===== src/clhp_unused_note.sv =====
// Holds no logic of its own

===== src/clhp_pkg.sv =====
// Shared constants and types for the character display host port
package clhp_pkg;
  localparam int DATA_W = 8;
  localparam int NIB_W = 4;
  localparam int AC_W = 7;
  localparam int GLYPH_AW = 6;
  localparam int DISP_DEPTH = 80;
  localparam int GLYPH_DEPTH = 64;
  localparam int BUSY_BIT = 7;
  localparam int NIB_HI_LSB = 4;
  localparam int SET_DISP_BIT = 7;
  localparam int SET_GLYPH_MSB = 7;
  localparam int SET_GLYPH_LSB = 6;
  localparam logic [1:0] SET_GLYPH_TAG = 2'h1;
  localparam logic [7:0] INSTR_RESET = 8'h00;
  localparam logic [7:0] DATA_RESET = 8'h00;
  localparam logic [6:0] AC_RESET = 7'h00;
  localparam int CLK_PERIOD_PS = 5000;
  localparam int OP_TIME_NS = 40;
  localparam int OP_CYCLES = (OP_TIME_NS * 1000 + CLK_PERIOD_PS - 1) / CLK_PERIOD_PS;
  typedef enum logic [1:0] {
    ST_IDLE = 2'h0,
    ST_WRITE = 2'h1,
    ST_FETCH = 2'h2,
    ST_EXEC = 2'h3
  } clhp_state_e;
endpackage


===== src/clhp_host_port.sv =====
// Host parallel port of a character display controller
`timescale 1ns/1ps
module clhp_host_port #(
  parameter int OP_CYCLES = clhp_pkg::OP_CYCLES,
  parameter int DISP_DEPTH = clhp_pkg::DISP_DEPTH,
  parameter int GLYPH_DEPTH = clhp_pkg::GLYPH_DEPTH
) (
  input wire logic CLK_IN,
  input wire logic SRST_IN,
  input wire logic REGISTER_SELECT_LINE_IN,
  input wire logic RW_IN,
  input wire logic STROBE_IN,
  input wire logic [7:0] BIDIR_BUS_LINES_IN,
  output logic [7:0] BIDIR_BUS_LINES_OUT,
  output logic [7:0] BIDIR_BUS_LINES_OE_N_OUT,
  input wire logic BUS_4BIT_IN,
  input wire logic ENTRY_UP_IN,
  output logic [7:0] INSTRUCTION_HOLDING_OUT,
  output logic INSTR_STB_OUT,
  output logic BUSY_FLAG_OUT,
  output logic [6:0] RAM_POINTER_OUT,
  output logic GLYPH_SEL_OUT
);
  localparam int SYNC_W = 11;
  localparam int CNT_W = $clog2(OP_CYCLES + 1);
  localparam logic [CNT_W-1:0] OP_LOAD = CNT_W'(OP_CYCLES - 1);

  // Synchronised pins
  logic [SYNC_W-1:0] pins_s;
  logic rs_s;
  logic rw_s;
  logic strobe_s;
  logic [7:0] bus_s;

  // One-sample-old copies, aligned with the last strobe-high sample
  logic rs_d;
  logic rw_d;
  logic strobe_d;
  logic [7:0] bus_d;

  // Host-visible registers and internal state
  logic [7:0] instruction_holding;
  logic [7:0] data_holding;
  logic [6:0] ram_pointer;
  logic glyph_sel;
  logic busy_flag;
  clhp_pkg::clhp_state_e state;
  logic [CNT_W-1:0] op_cnt;
  logic nib_low;
  logic [3:0] hi_hold;

  // Memories
  logic [7:0] disp_mem [DISP_DEPTH];
  logic [7:0] glyph_mem [GLYPH_DEPTH];

  // Decoded events
  logic strobe_fall;
  logic byte_done;
  logic [7:0] wr_byte;
  logic instr_wr;
  logic data_wr;
  logic data_rd_done;
  logic is_set_disp;
  logic is_set_glyph;
  logic [6:0] next_pointer;
  logic [7:0] mem_rd_byte;
  logic [7:0] rd_byte;
  logic [7:0] next_bus_out;
  logic drive_bus;

  clhp_sync #(
    .WIDTH(SYNC_W)
  ) u_pin_sync (
    .clk_in(CLK_IN),
    .srst_in(SRST_IN),
    .async_in({REGISTER_SELECT_LINE_IN, RW_IN, STROBE_IN, BIDIR_BUS_LINES_IN}),
    .sync_out(pins_s)
  );

  assign rs_s = pins_s[10];
  assign rw_s = pins_s[9];
  assign strobe_s = pins_s[8];
  assign bus_s = pins_s[7:0];

  always_ff @(posedge CLK_IN) begin
    if (SRST_IN) begin
      rs_d <= 1'b0;
      rw_d <= 1'b0;
      strobe_d <= 1'b0;
      bus_d <= 8'h00;
    end else begin
      rs_d <= rs_s;
      rw_d <= rw_s;
      strobe_d <= strobe_s;
      bus_d <= bus_s;
    end
  end

  // Falling edge of the strobe ends one bus cycle
  assign strobe_fall = strobe_d & ~strobe_s;

  // In 4-bit mode a byte ends on the second strobe
  assign byte_done = ~BUS_4BIT_IN | nib_low;

  // Assemble the written byte
  always_comb begin
    if (BUS_4BIT_IN) begin
      wr_byte = {hi_hold, bus_d[7:4]};
    end else begin
      wr_byte = bus_d;
    end
  end

  assign busy_flag = (state != clhp_pkg::ST_IDLE);

  // Writes and reads are refused while busy; status reads are not
  assign instr_wr = strobe_fall & byte_done & ~rw_d & ~rs_d & ~busy_flag;
  assign data_wr = strobe_fall & byte_done & ~rw_d & rs_d & ~busy_flag;
  assign data_rd_done = strobe_fall & byte_done & rw_d & rs_d & ~busy_flag;

  // Address-setting instruction decode
  assign is_set_disp = wr_byte[clhp_pkg::SET_DISP_BIT];
  assign is_set_glyph = ~wr_byte[clhp_pkg::SET_DISP_BIT]
    & (wr_byte[clhp_pkg::SET_GLYPH_MSB:clhp_pkg::SET_GLYPH_LSB] == clhp_pkg::SET_GLYPH_TAG);

  // Pointer step, wrapped to the 64 glyph entries; the display pointer wraps at 7 bits
  always_comb begin
    next_pointer = ram_pointer;
    if (ENTRY_UP_IN) begin
      next_pointer = ram_pointer + 7'h01;
    end else begin
      next_pointer = ram_pointer - 7'h01;
    end
    if (glyph_sel) begin
      next_pointer[6] = 1'b0;
    end
  end

  // Nibble phase tracking
  always_ff @(posedge CLK_IN) begin
    if (SRST_IN) begin
      nib_low <= 1'b0;
      hi_hold <= 4'h0;
    end else if (!BUS_4BIT_IN) begin
      nib_low <= 1'b0;
    end else if (strobe_fall) begin
      nib_low <= ~nib_low;
      if (!nib_low) begin
        hi_hold <= bus_d[7:4];
      end
    end
  end

  // Instruction holding register, write-only to the host
  always_ff @(posedge CLK_IN) begin
    if (SRST_IN) begin
      instruction_holding <= clhp_pkg::INSTR_RESET;
      INSTR_STB_OUT <= 1'b0;
    end else begin
      INSTR_STB_OUT <= instr_wr;
      if (instr_wr) begin
        instruction_holding <= wr_byte;
      end
    end
  end

  // Internal operation sequencer
  always_ff @(posedge CLK_IN) begin
    if (SRST_IN) begin
      state <= clhp_pkg::ST_IDLE;
      op_cnt <= '0;
    end else begin
      case (state)
        clhp_pkg::ST_IDLE: begin
          if (instr_wr) begin
            if (is_set_disp || is_set_glyph) begin
              state <= clhp_pkg::ST_FETCH;
            end else begin
              state <= clhp_pkg::ST_EXEC;
              op_cnt <= OP_LOAD;
            end
          end else if (data_wr) begin
            state <= clhp_pkg::ST_WRITE;
          end else if (data_rd_done) begin
            state <= clhp_pkg::ST_FETCH;
          end
        end
        clhp_pkg::ST_WRITE: begin
          state <= clhp_pkg::ST_IDLE;
        end
        clhp_pkg::ST_FETCH: begin
          state <= clhp_pkg::ST_IDLE;
        end
        clhp_pkg::ST_EXEC: begin
          if (op_cnt == '0) begin
            state <= clhp_pkg::ST_IDLE;
          end else begin
            op_cnt <= op_cnt - CNT_W'(1);
          end
        end
        default: begin
          state <= clhp_pkg::ST_IDLE;
        end
      endcase
    end
  end

  // Address counter and memory select
  always_ff @(posedge CLK_IN) begin
    if (SRST_IN) begin
      ram_pointer <= clhp_pkg::AC_RESET;
      glyph_sel <= 1'b0;
    end else if (instr_wr && is_set_disp) begin
      ram_pointer <= wr_byte[6:0];
      glyph_sel <= 1'b0;
    end else if (instr_wr && is_set_glyph) begin
      ram_pointer <= {1'b0, wr_byte[5:0]};
      glyph_sel <= 1'b1;
    end else if (data_rd_done || state == clhp_pkg::ST_WRITE) begin
      ram_pointer <= next_pointer;
    end
  end

  // Memory read at the pointer; display addresses past the end read zero
  always_comb begin
    mem_rd_byte = 8'h00;
    if (glyph_sel) begin
      mem_rd_byte = glyph_mem[ram_pointer[clhp_pkg::GLYPH_AW-1:0]];
    end else if (int'(ram_pointer) < DISP_DEPTH) begin
      mem_rd_byte = disp_mem[ram_pointer];
    end
  end

  // Memory writes from the data holding register
  always_ff @(posedge CLK_IN) begin
    if (state == clhp_pkg::ST_WRITE) begin
      if (glyph_sel) begin
        glyph_mem[ram_pointer[clhp_pkg::GLYPH_AW-1:0]] <= data_holding;
      end else if (int'(ram_pointer) < DISP_DEPTH) begin
        disp_mem[ram_pointer] <= data_holding;
      end
    end
  end

  // Data holding register
  always_ff @(posedge CLK_IN) begin
    if (SRST_IN) begin
      data_holding <= clhp_pkg::DATA_RESET;
    end else if (data_wr) begin
      data_holding <= wr_byte;
    end else if (state == clhp_pkg::ST_FETCH) begin
      data_holding <= mem_rd_byte;
    end
  end

  // Read byte: status when RS low, data when RS high
  always_comb begin
    if (rs_s) begin
      rd_byte = data_holding;
    end else begin
      rd_byte = {busy_flag, ram_pointer};
    end
  end

  // Place the read byte on the lines for the current bus width
  always_comb begin
    next_bus_out = rd_byte;
    if (BUS_4BIT_IN) begin
      next_bus_out[3:0] = 4'h0;
      if (nib_low) begin
        next_bus_out[7:4] = rd_byte[3:0];
      end
    end
  end

  assign drive_bus = rw_s & strobe_s;

  // Bus output and enables
  always_ff @(posedge CLK_IN) begin
    if (SRST_IN) begin
      BIDIR_BUS_LINES_OUT <= 8'h00;
      BIDIR_BUS_LINES_OE_N_OUT <= 8'hFF;
    end else begin
      BIDIR_BUS_LINES_OUT <= next_bus_out;
      if (!drive_bus) begin
        BIDIR_BUS_LINES_OE_N_OUT <= 8'hFF;
      end else if (BUS_4BIT_IN) begin
        BIDIR_BUS_LINES_OE_N_OUT <= 8'h0F;
      end else begin
        BIDIR_BUS_LINES_OE_N_OUT <= 8'h00;
      end
    end
  end

  assign INSTRUCTION_HOLDING_OUT = instruction_holding;
  assign BUSY_FLAG_OUT = busy_flag;
  assign RAM_POINTER_OUT = ram_pointer;
  assign GLYPH_SEL_OUT = glyph_sel;
endmodule


===== src/clhp_sync.sv =====
// Two-stage synchroniser for signals entering the clock domain
`timescale 1ns/1ps
module clhp_sync #(
  parameter int WIDTH = 1
) (
  input wire logic clk_in,
  input wire logic srst_in,
  input wire logic [WIDTH-1:0] async_in,
  output logic [WIDTH-1:0] sync_out
);
  logic [WIDTH-1:0] meta;

  always_ff @(posedge clk_in) begin
    if (srst_in) begin
      meta <= '0;
      sync_out <= '0;
    end else begin
      meta <= async_in;
      sync_out <= meta;
    end
  end
endmodule


===== config.mk =====
export PLATFORM = sky130hd
export DESIGN_NAME = clhp_host_port
export DESIGN_NICKNAME = d
export VERILOG_FILES = /design/src/clhp_unused_note.sv /design/src/clhp_pkg.sv /design/src/clhp_host_port.sv /design/src/clhp_sync.sv
export SDC_FILE = /design/constraint.sdc
export NUM_CORES = 1
export LEC_CHECK = 0
export BUFFER_PORTS_ARGS = -buffer_cell sky130_fd_sc_hd__clkbuf_2
export CAP_MARGIN = 20
export CORE_MARGIN = 10
export CORE_UTILIZATION = 50
export DETAILED_ROUTE_END_ITERATION = 10
export GPL_TIMING_DRIVEN = 0
export PLACE_DENSITY = 0.66
export SLEW_MARGIN = 15
export SYNTH_ARGS = -nofsm -noshare
export SYNTH_HDL_FRONTEND = slang
export SYNTH_HIERARCHICAL = 1
export SYNTH_SLANG_ARGS = --single-unit

===== constraint.sdc =====
create_clock -name CLK_IN -period 5.2 [get_ports CLK_IN]
set_input_delay 0 -clock CLK_IN [delete_from_list [all_inputs] [get_ports CLK_IN]]
set_output_delay 0 -clock CLK_IN [all_outputs]
set_load 0.01 [all_outputs]

# Word-level counts from Yosys, hierarchy flattened
# Memory sizes are Yosys's and may differ from the RTL's. A register that Yosys moved wholly into a read port is not among the register bits.
# Index checks and enable logic that the tools add are counted.
[word_totals]
regBits = 85
mem_bits_rw = 1152
memories = 2
word_cells = 107
[classes]
muxes = 35
add_sub_neg = 3
bitwise = 21
order_cmp = 1
n_reduce_logical = 18
eq_ne = 9
[mem_list]
columns = ["memory", "words", "width", "read_ports", "rd_ports_with_merged_regs", "write_ports", "line", "text"]
rows = [
  ["disp_mem", 80, 8, 1, 1, 1, "clhp_host_port.sv:53", "logic [7:0] disp_mem [DISP_DEPTH];"],
  ["glyph_mem", 64, 8, 1, 1, 1, "clhp_host_port.sv:54", "logic [7:0] glyph_mem [GLYPH_DEPTH];"],
]
[op_table]
columns = ["op", "n"]
rows = [
  ["8-bit 2-to-1 mux", 7],
  ["7-bit 2-to-1 mux", 6],
  ["4-bit 2-to-1 mux", 5],
  ["1-bit AND", 12],
  ["6-bit 2-to-1 mux", 2],
  ["2-bit OR reduction", 5],
  ["1-bit 2-to-1 mux", 9],
  ["2-bit 2-to-1 mux", 4],
  ["2-bit != test, second input constant", 4],
  ["1-bit inverter", 8],
  ["4-bit one-hot mux with 2 select lines", 1],
  ["7-bit by 1-bit adder with 7-bit output, second input constant", 1],
  ["7-bit < comparator, second input constant", 1],
  ["7-bit by 1-bit subtractor with 7-bit output, second input constant", 1],
  ["2-bit one-hot mux with 3 select lines", 1],
  ["2-bit nonzero test", 3],
  ["2-bit by 1-bit == test with 1-bit output, second input constant", 2],
  ["2-bit == test, second input constant", 2],
  ["4-bit zero test", 1],
  ["4-bit != test, second input constant", 1],
  ["4-bit AND reduction", 1],
  ["4-bit by 1-bit subtractor with 4-bit output, second input constant", 1],
  ["3-bit AND reduction", 1],
  ["3-bit nonzero test", 1],
  ["other kinds (5)", 7],
]

# Logic depth before layout (Yosys ltp)
[logic_depth]
ltp_word = 12
ltp_mapped = 11

# Modules after synthesis
# The synthesis kept the hierarchy.
[modules_own_cells]
columns = ["module", "cells_each", "area_per_inst_um2", "n_inst", "seq_area_each_um2"]
rows = [
  ["clhp_host_port", 2517, 47927.2, 1, 35874.4],
  ["clhp_sync", 46, 640.6, 1, 440.4],
]

# Worst setup path before layout
# No wires, ideal clock.
[synth_timing]
kind = "register -> register"
from = "register data_holding[0]"
to = "register BIDIR_BUS_LINES_OUT[4]"
stages_incl_launch_ff = 3
period_less_slack_ns = 2.848
required_time_ns = 5.141
path_slack_ns = 2.352
path_buffers = 0
arrival_time_ns = 2.789
path_cell_list = "dfxtp_1 mux4_2 and2_1"
[synth_via]
elab_chain_len = 3
[synth_lines]
columns = ["item", "line", "text"]
rows = [
  ["start, declared", "clhp_host_port.sv:43", "logic [7:0] data_holding;"],
  ["start signal, assigned", "clhp_host_port.sv:248", "data_holding <= clhp_pkg::DATA_RESET;"],
  ["start signal, assigned", "clhp_host_port.sv:250", "data_holding <= wr_byte;"],
  ["start signal, assigned", "clhp_host_port.sv:252", "data_holding <= mem_rd_byte;"],
  ["8-bit 2-to-1 mux", "clhp_host_port.sv:258", "if (rs_s) begin"],
  ["4-bit 2-to-1 mux", "clhp_host_port.sv:270", "if (nib_low) begin"],
  ["8-bit 2-to-1 mux", "clhp_host_port.sv:268", "if (BUS_4BIT_IN) begin"],
  ["end signal, assigned", "clhp_host_port.sv:284", "BIDIR_BUS_LINES_OUT <= next_bus_out;"],
  ["end, declared", "clhp_host_port.sv:14", "output logic [7:0] BIDIR_BUS_LINES_OUT,"],
]
# Every way passes these cells.
# A chain may end at the register's enable or synchronous reset.

# Worst setup path after layout
[layout_timing]
from = "register glyph_sel, in the netlist GLYPH_SEL_OUT"
to = "memory glyph_mem[42][6], enable pin"
[layout_via]
elab_chain_len = 3
[layout_lines]
columns = ["item", "line", "text"]
rows = [
  ["start, declared", "clhp_host_port.sv:45", "logic glyph_sel;"],
  ["start signal, assigned", "clhp_host_port.sv:212", "glyph_sel <= 1'b0;"],
  ["start signal, assigned", "clhp_host_port.sv:215", "glyph_sel <= 1'b0;"],
  ["start signal, assigned", "clhp_host_port.sv:218", "glyph_sel <= 1'b1;"],
  ["1-bit 2-to-1 mux", "clhp_host_port.sv:237", "if (glyph_sel) begin"],
  ["1-bit 2-to-1 mux", "clhp_host_port.sv:236", "if (state == clhp_pkg::ST_WRITE) begin"],
  ["1-bit 2-to-1 mux (implied by the code)", "clhp_host_port.sv:238", "glyph_mem[ram_pointer[clhp_pkg::GLYPH_AW-1:0]] <= data_holding;"],
  ["end, declared", "clhp_host_port.sv:54", ""],
]
# Every way passes these cells.

==> run_results.csv <==
group,metric,value,unit
setup_path,r2r_slack,0.83,ns
finish,drive_gt1_share,21.3,%
synth,synth_fp_nets,2585,
finish,final_util,56.9,%
timing,period_needed,4.37,ns
synth,yosys_register_bits,1238,
route,drt-initial-drc-count,4016,
synth,syn_avg_cell_area,18.9,sq um
timing,whs,0.0881,ns
setup_path,required,5.52,ns
synth,yosys.area.top_type,"edfxtp_1",
power,ir_drop,317,uV
placement,io_buffers,48,
timing,finalHoldViolCount,0,
hold_path,whs_path_depth,6,
floorplanning,io_pins,49,
synth,synth_top_area_share,71.2,%
timing,finalCritPeriodShare,84.0,%
setup_path,r2r-end,"glyph_mem[42][6]",
synth,synth_top_family_by_area,"multiplexers",
clocking,clockBufferDepth,3,
synth,synthSimpleGateAreaFrac,4.94,%
clocking,cts_tree,"done",
floorplanning,die-area,0.110,sq mm
global_routing,grt_pass1_vias,26583,
synth,synthAdderAreaFrac,0.196,%
global_routing,grt_pass1_wl,205,mm
synth,synthMuxAreaShare,14.2,%
setup_path,reg2reg_from,"GLYPH_SEL_OUT",
synth,synth_edf_count,1152,
global_routing,grt.total_usage,26.1,%
placement,gp_congestion,0.959,
synth,synth_compound_area_share,3.56,%
clocking,cts_sinks,1238,
hold_path,min-delay-start,"ENTRY_UP_IN",
setup_path,setup.worst_path.end_class,"register",
finish,register_area,0.0363,sq mm
floorplanning,die_x,332,um
synth,synthCells,2563,
synth,netlist_area,0.0486,sq mm
setup_path,critPathKind,"reg2reg",
timing,clock_skew,0.0351,ns
run,cap_violations,0,
clocking,post_cts_resized,0,
timing,fin_ws,0.831,ns
route,vias,27050,
finish,nNetsFinal,2799,
run_status,status,"finished clean",
synth,async_flop_share,0,%
global_routing,gr-total-overflow,0,
clocking,post-cts-setup-buffers,0,
synth,ys_seq_area_share,74.8,%
timing,tightestPinTransition,1.28,ns
route,wl_per_cell,35.2,um
finish,multi_input_area,0.0112,sq mm
clocking,cts_hold_buffers,24,
timing,rsz0062_at_grt,"false",
hold_path,min_path_type,"in2reg",
route,detail-route-antenna-nets,0,
floorplanning,fp.dieH,332,um
power,power_density,361,mW/mm^2
placement,dp_slack,1.07,ns
clocking,clock-root-buffer,"clkbuf_16",
finish,area_growth,13.2,%
finish,nFillCells,7203,
synth,synthTopCellsByCount,"edfxtp_1, mux4_2, nor2_1, mux2i_1, nand2_1",
route,drc_errors,0,
synth,synthFlopType,"edfxtp_1",
timing,slew_headroom,14.7,%
synth,synthDistinctLibCells,75,
clocking,h-tree-depth,3,
route,first_pass_iters,6,
setup_path,arrival,4.69,ns
setup_path,reg2reg_depth,6,
power,power.leakage,17.9,nW
global_routing,grt_antenna_before_repair,5,
timing,finalSetupViolations,0,
setup_path,crit_fanout,10,
floorplanning,initial_core_util,50.3,%
clocking,clkTransAtPathRegs,0.06,ns
synth,synth_xor_area_share,0.108,%
clocking,cts_made_buffers,120,
floorplanning,rows,114,
route,wirelength,146,mm
setup_path,cp-start-kind,"register",
timing,tns,0,ns
global_routing,grt_max_degree,85,
timing,drv_slew,0,
floorplanning,design.core.area,0.0966,sq mm
synth,ys_top_cells_by_area,"edfxtp_1, mux4_2, dfxtp_1",
timing,max_freq,229,MHz
placement,post-dp-hpwl,97.3,mm
clocking,clk_latency,0.73,ns
route,vias_per_cell,6.51,
synth,synth.most_common_cell,"edfxtp_1",
power,finalPower,0.0198,W
synth,ys.warnings.count,6,
hold_path,holdPathEnd,"RAM_POINTER_OUT[6]",
-- final cells by class --
cell class,count,share of cell area (%)
sequential,1238,66.1
multi-input combinational,1166,20.4
clock buffer,147,5.72
tap,1276,2.90
buffer,147,1.87
timing repair buffer,92,1.58
clock inverter,77,1.33
inverter,12,0.0819
antenna,3,0.0137
-- power by group --
part	switching (W)	internal, W	total [W]
sequential	0.0000408	0.0108	0.0109
combinational	0.000259	0.000136	0.000394
clock	0.00380	0.00477	0.00857
total	0.00410	0.0157	0.0198
-- worst max-delay path by stage --
stage	from	end	slack [ns]	cells past startpoint
floorplan	data_holding[0]	BIDIR_BUS_LINES_OUT[4]	2.35	2
global placement	data_holding[4]	data_holding[4]	-0.36	2
detailed placement	GLYPH_SEL_OUT	glyph_mem[42][3]	1.07	6
CTS	GLYPH_SEL_OUT	glyph_mem[42][2]	1.05	6
global route	GLYPH_SEL_OUT	glyph_mem[42][6]	0.91	6
finish	GLYPH_SEL_OUT	glyph_mem[42][6]	0.83	6
-- cells in the final DEF (no fill, tap or decap), drive strengths merged, types with 10 or more instances in the layout --
cell type and instances:
a211oi 11, a21oi 70, a22oi 76, and2 10
buf 119, clkbuf 243, clkinv 58, dfxtp 86
dlygate4sd3 24, edfxtp 1152, inv 14, mux2i 165
mux4 230, nand2 109, nand2b 11, nand3 40
nor2 213, nor2b 43, nor3 19, o22ai 11
or2 10
-- per-stage QoR --
stage	cells	area [sq um]
after floorplan	2563	48600
after global placement	3887	50400
after detailed placement	3904	50800
after CTS	4152	54900
after global routing	4155	55000
final	4158	55000
-- cells by family after synthesis --
kind of cell,count (synthesis)
XOR/XNOR,6
adder cells (fa/ha/maj),7
buffers and inverters,159
AND/OR/NAND/NOR,505
AO/OA/AOI/OAI,247
multiplexers,401
flip-flops,1238
-- sequential cells by signal, indices dropped and copies added, names as in the netlist, named ones only --
signal,flops
BIDIR_BUS_LINES_OE_N_OUT,2
BIDIR_BUS_LINES_OUT,8
GLYPH_SEL_OUT,1
INSTRUCTION_HOLDING_OUT,8
INSTR_STB_OUT,1
RAM_POINTER_OUT,7
bus_d,8
data_holding,8
disp_mem,640
glyph_mem,512
hi_hold,4
nib_low,1
op_cnt,4
rs_d,1
rw_d,1
state,2
strobe_d,1
u_pin_sync/meta,11
u_pin_sync/sync_out,11
-- layer usage --
metal	GRT usage, %	share of wire (%)	vias to the layer above
li1	-	-	10793
met5	0	0.031	-
met3	7.39	12	357
met4	11.9	5.1	6
met1	34.8	38	14065
met2	39.6	46	1829
-- worst max-delay path: stages, from the launching register on --
cell,delay (ns)
dfxtp_1,0.73
buf_2,0.37
clkbuf_1,0.59
and3b_1,0.31
clkbuf_1,0.31
nand3_1,0.63
nor2_1,1.01
Power figures use the tool's default switching activity.
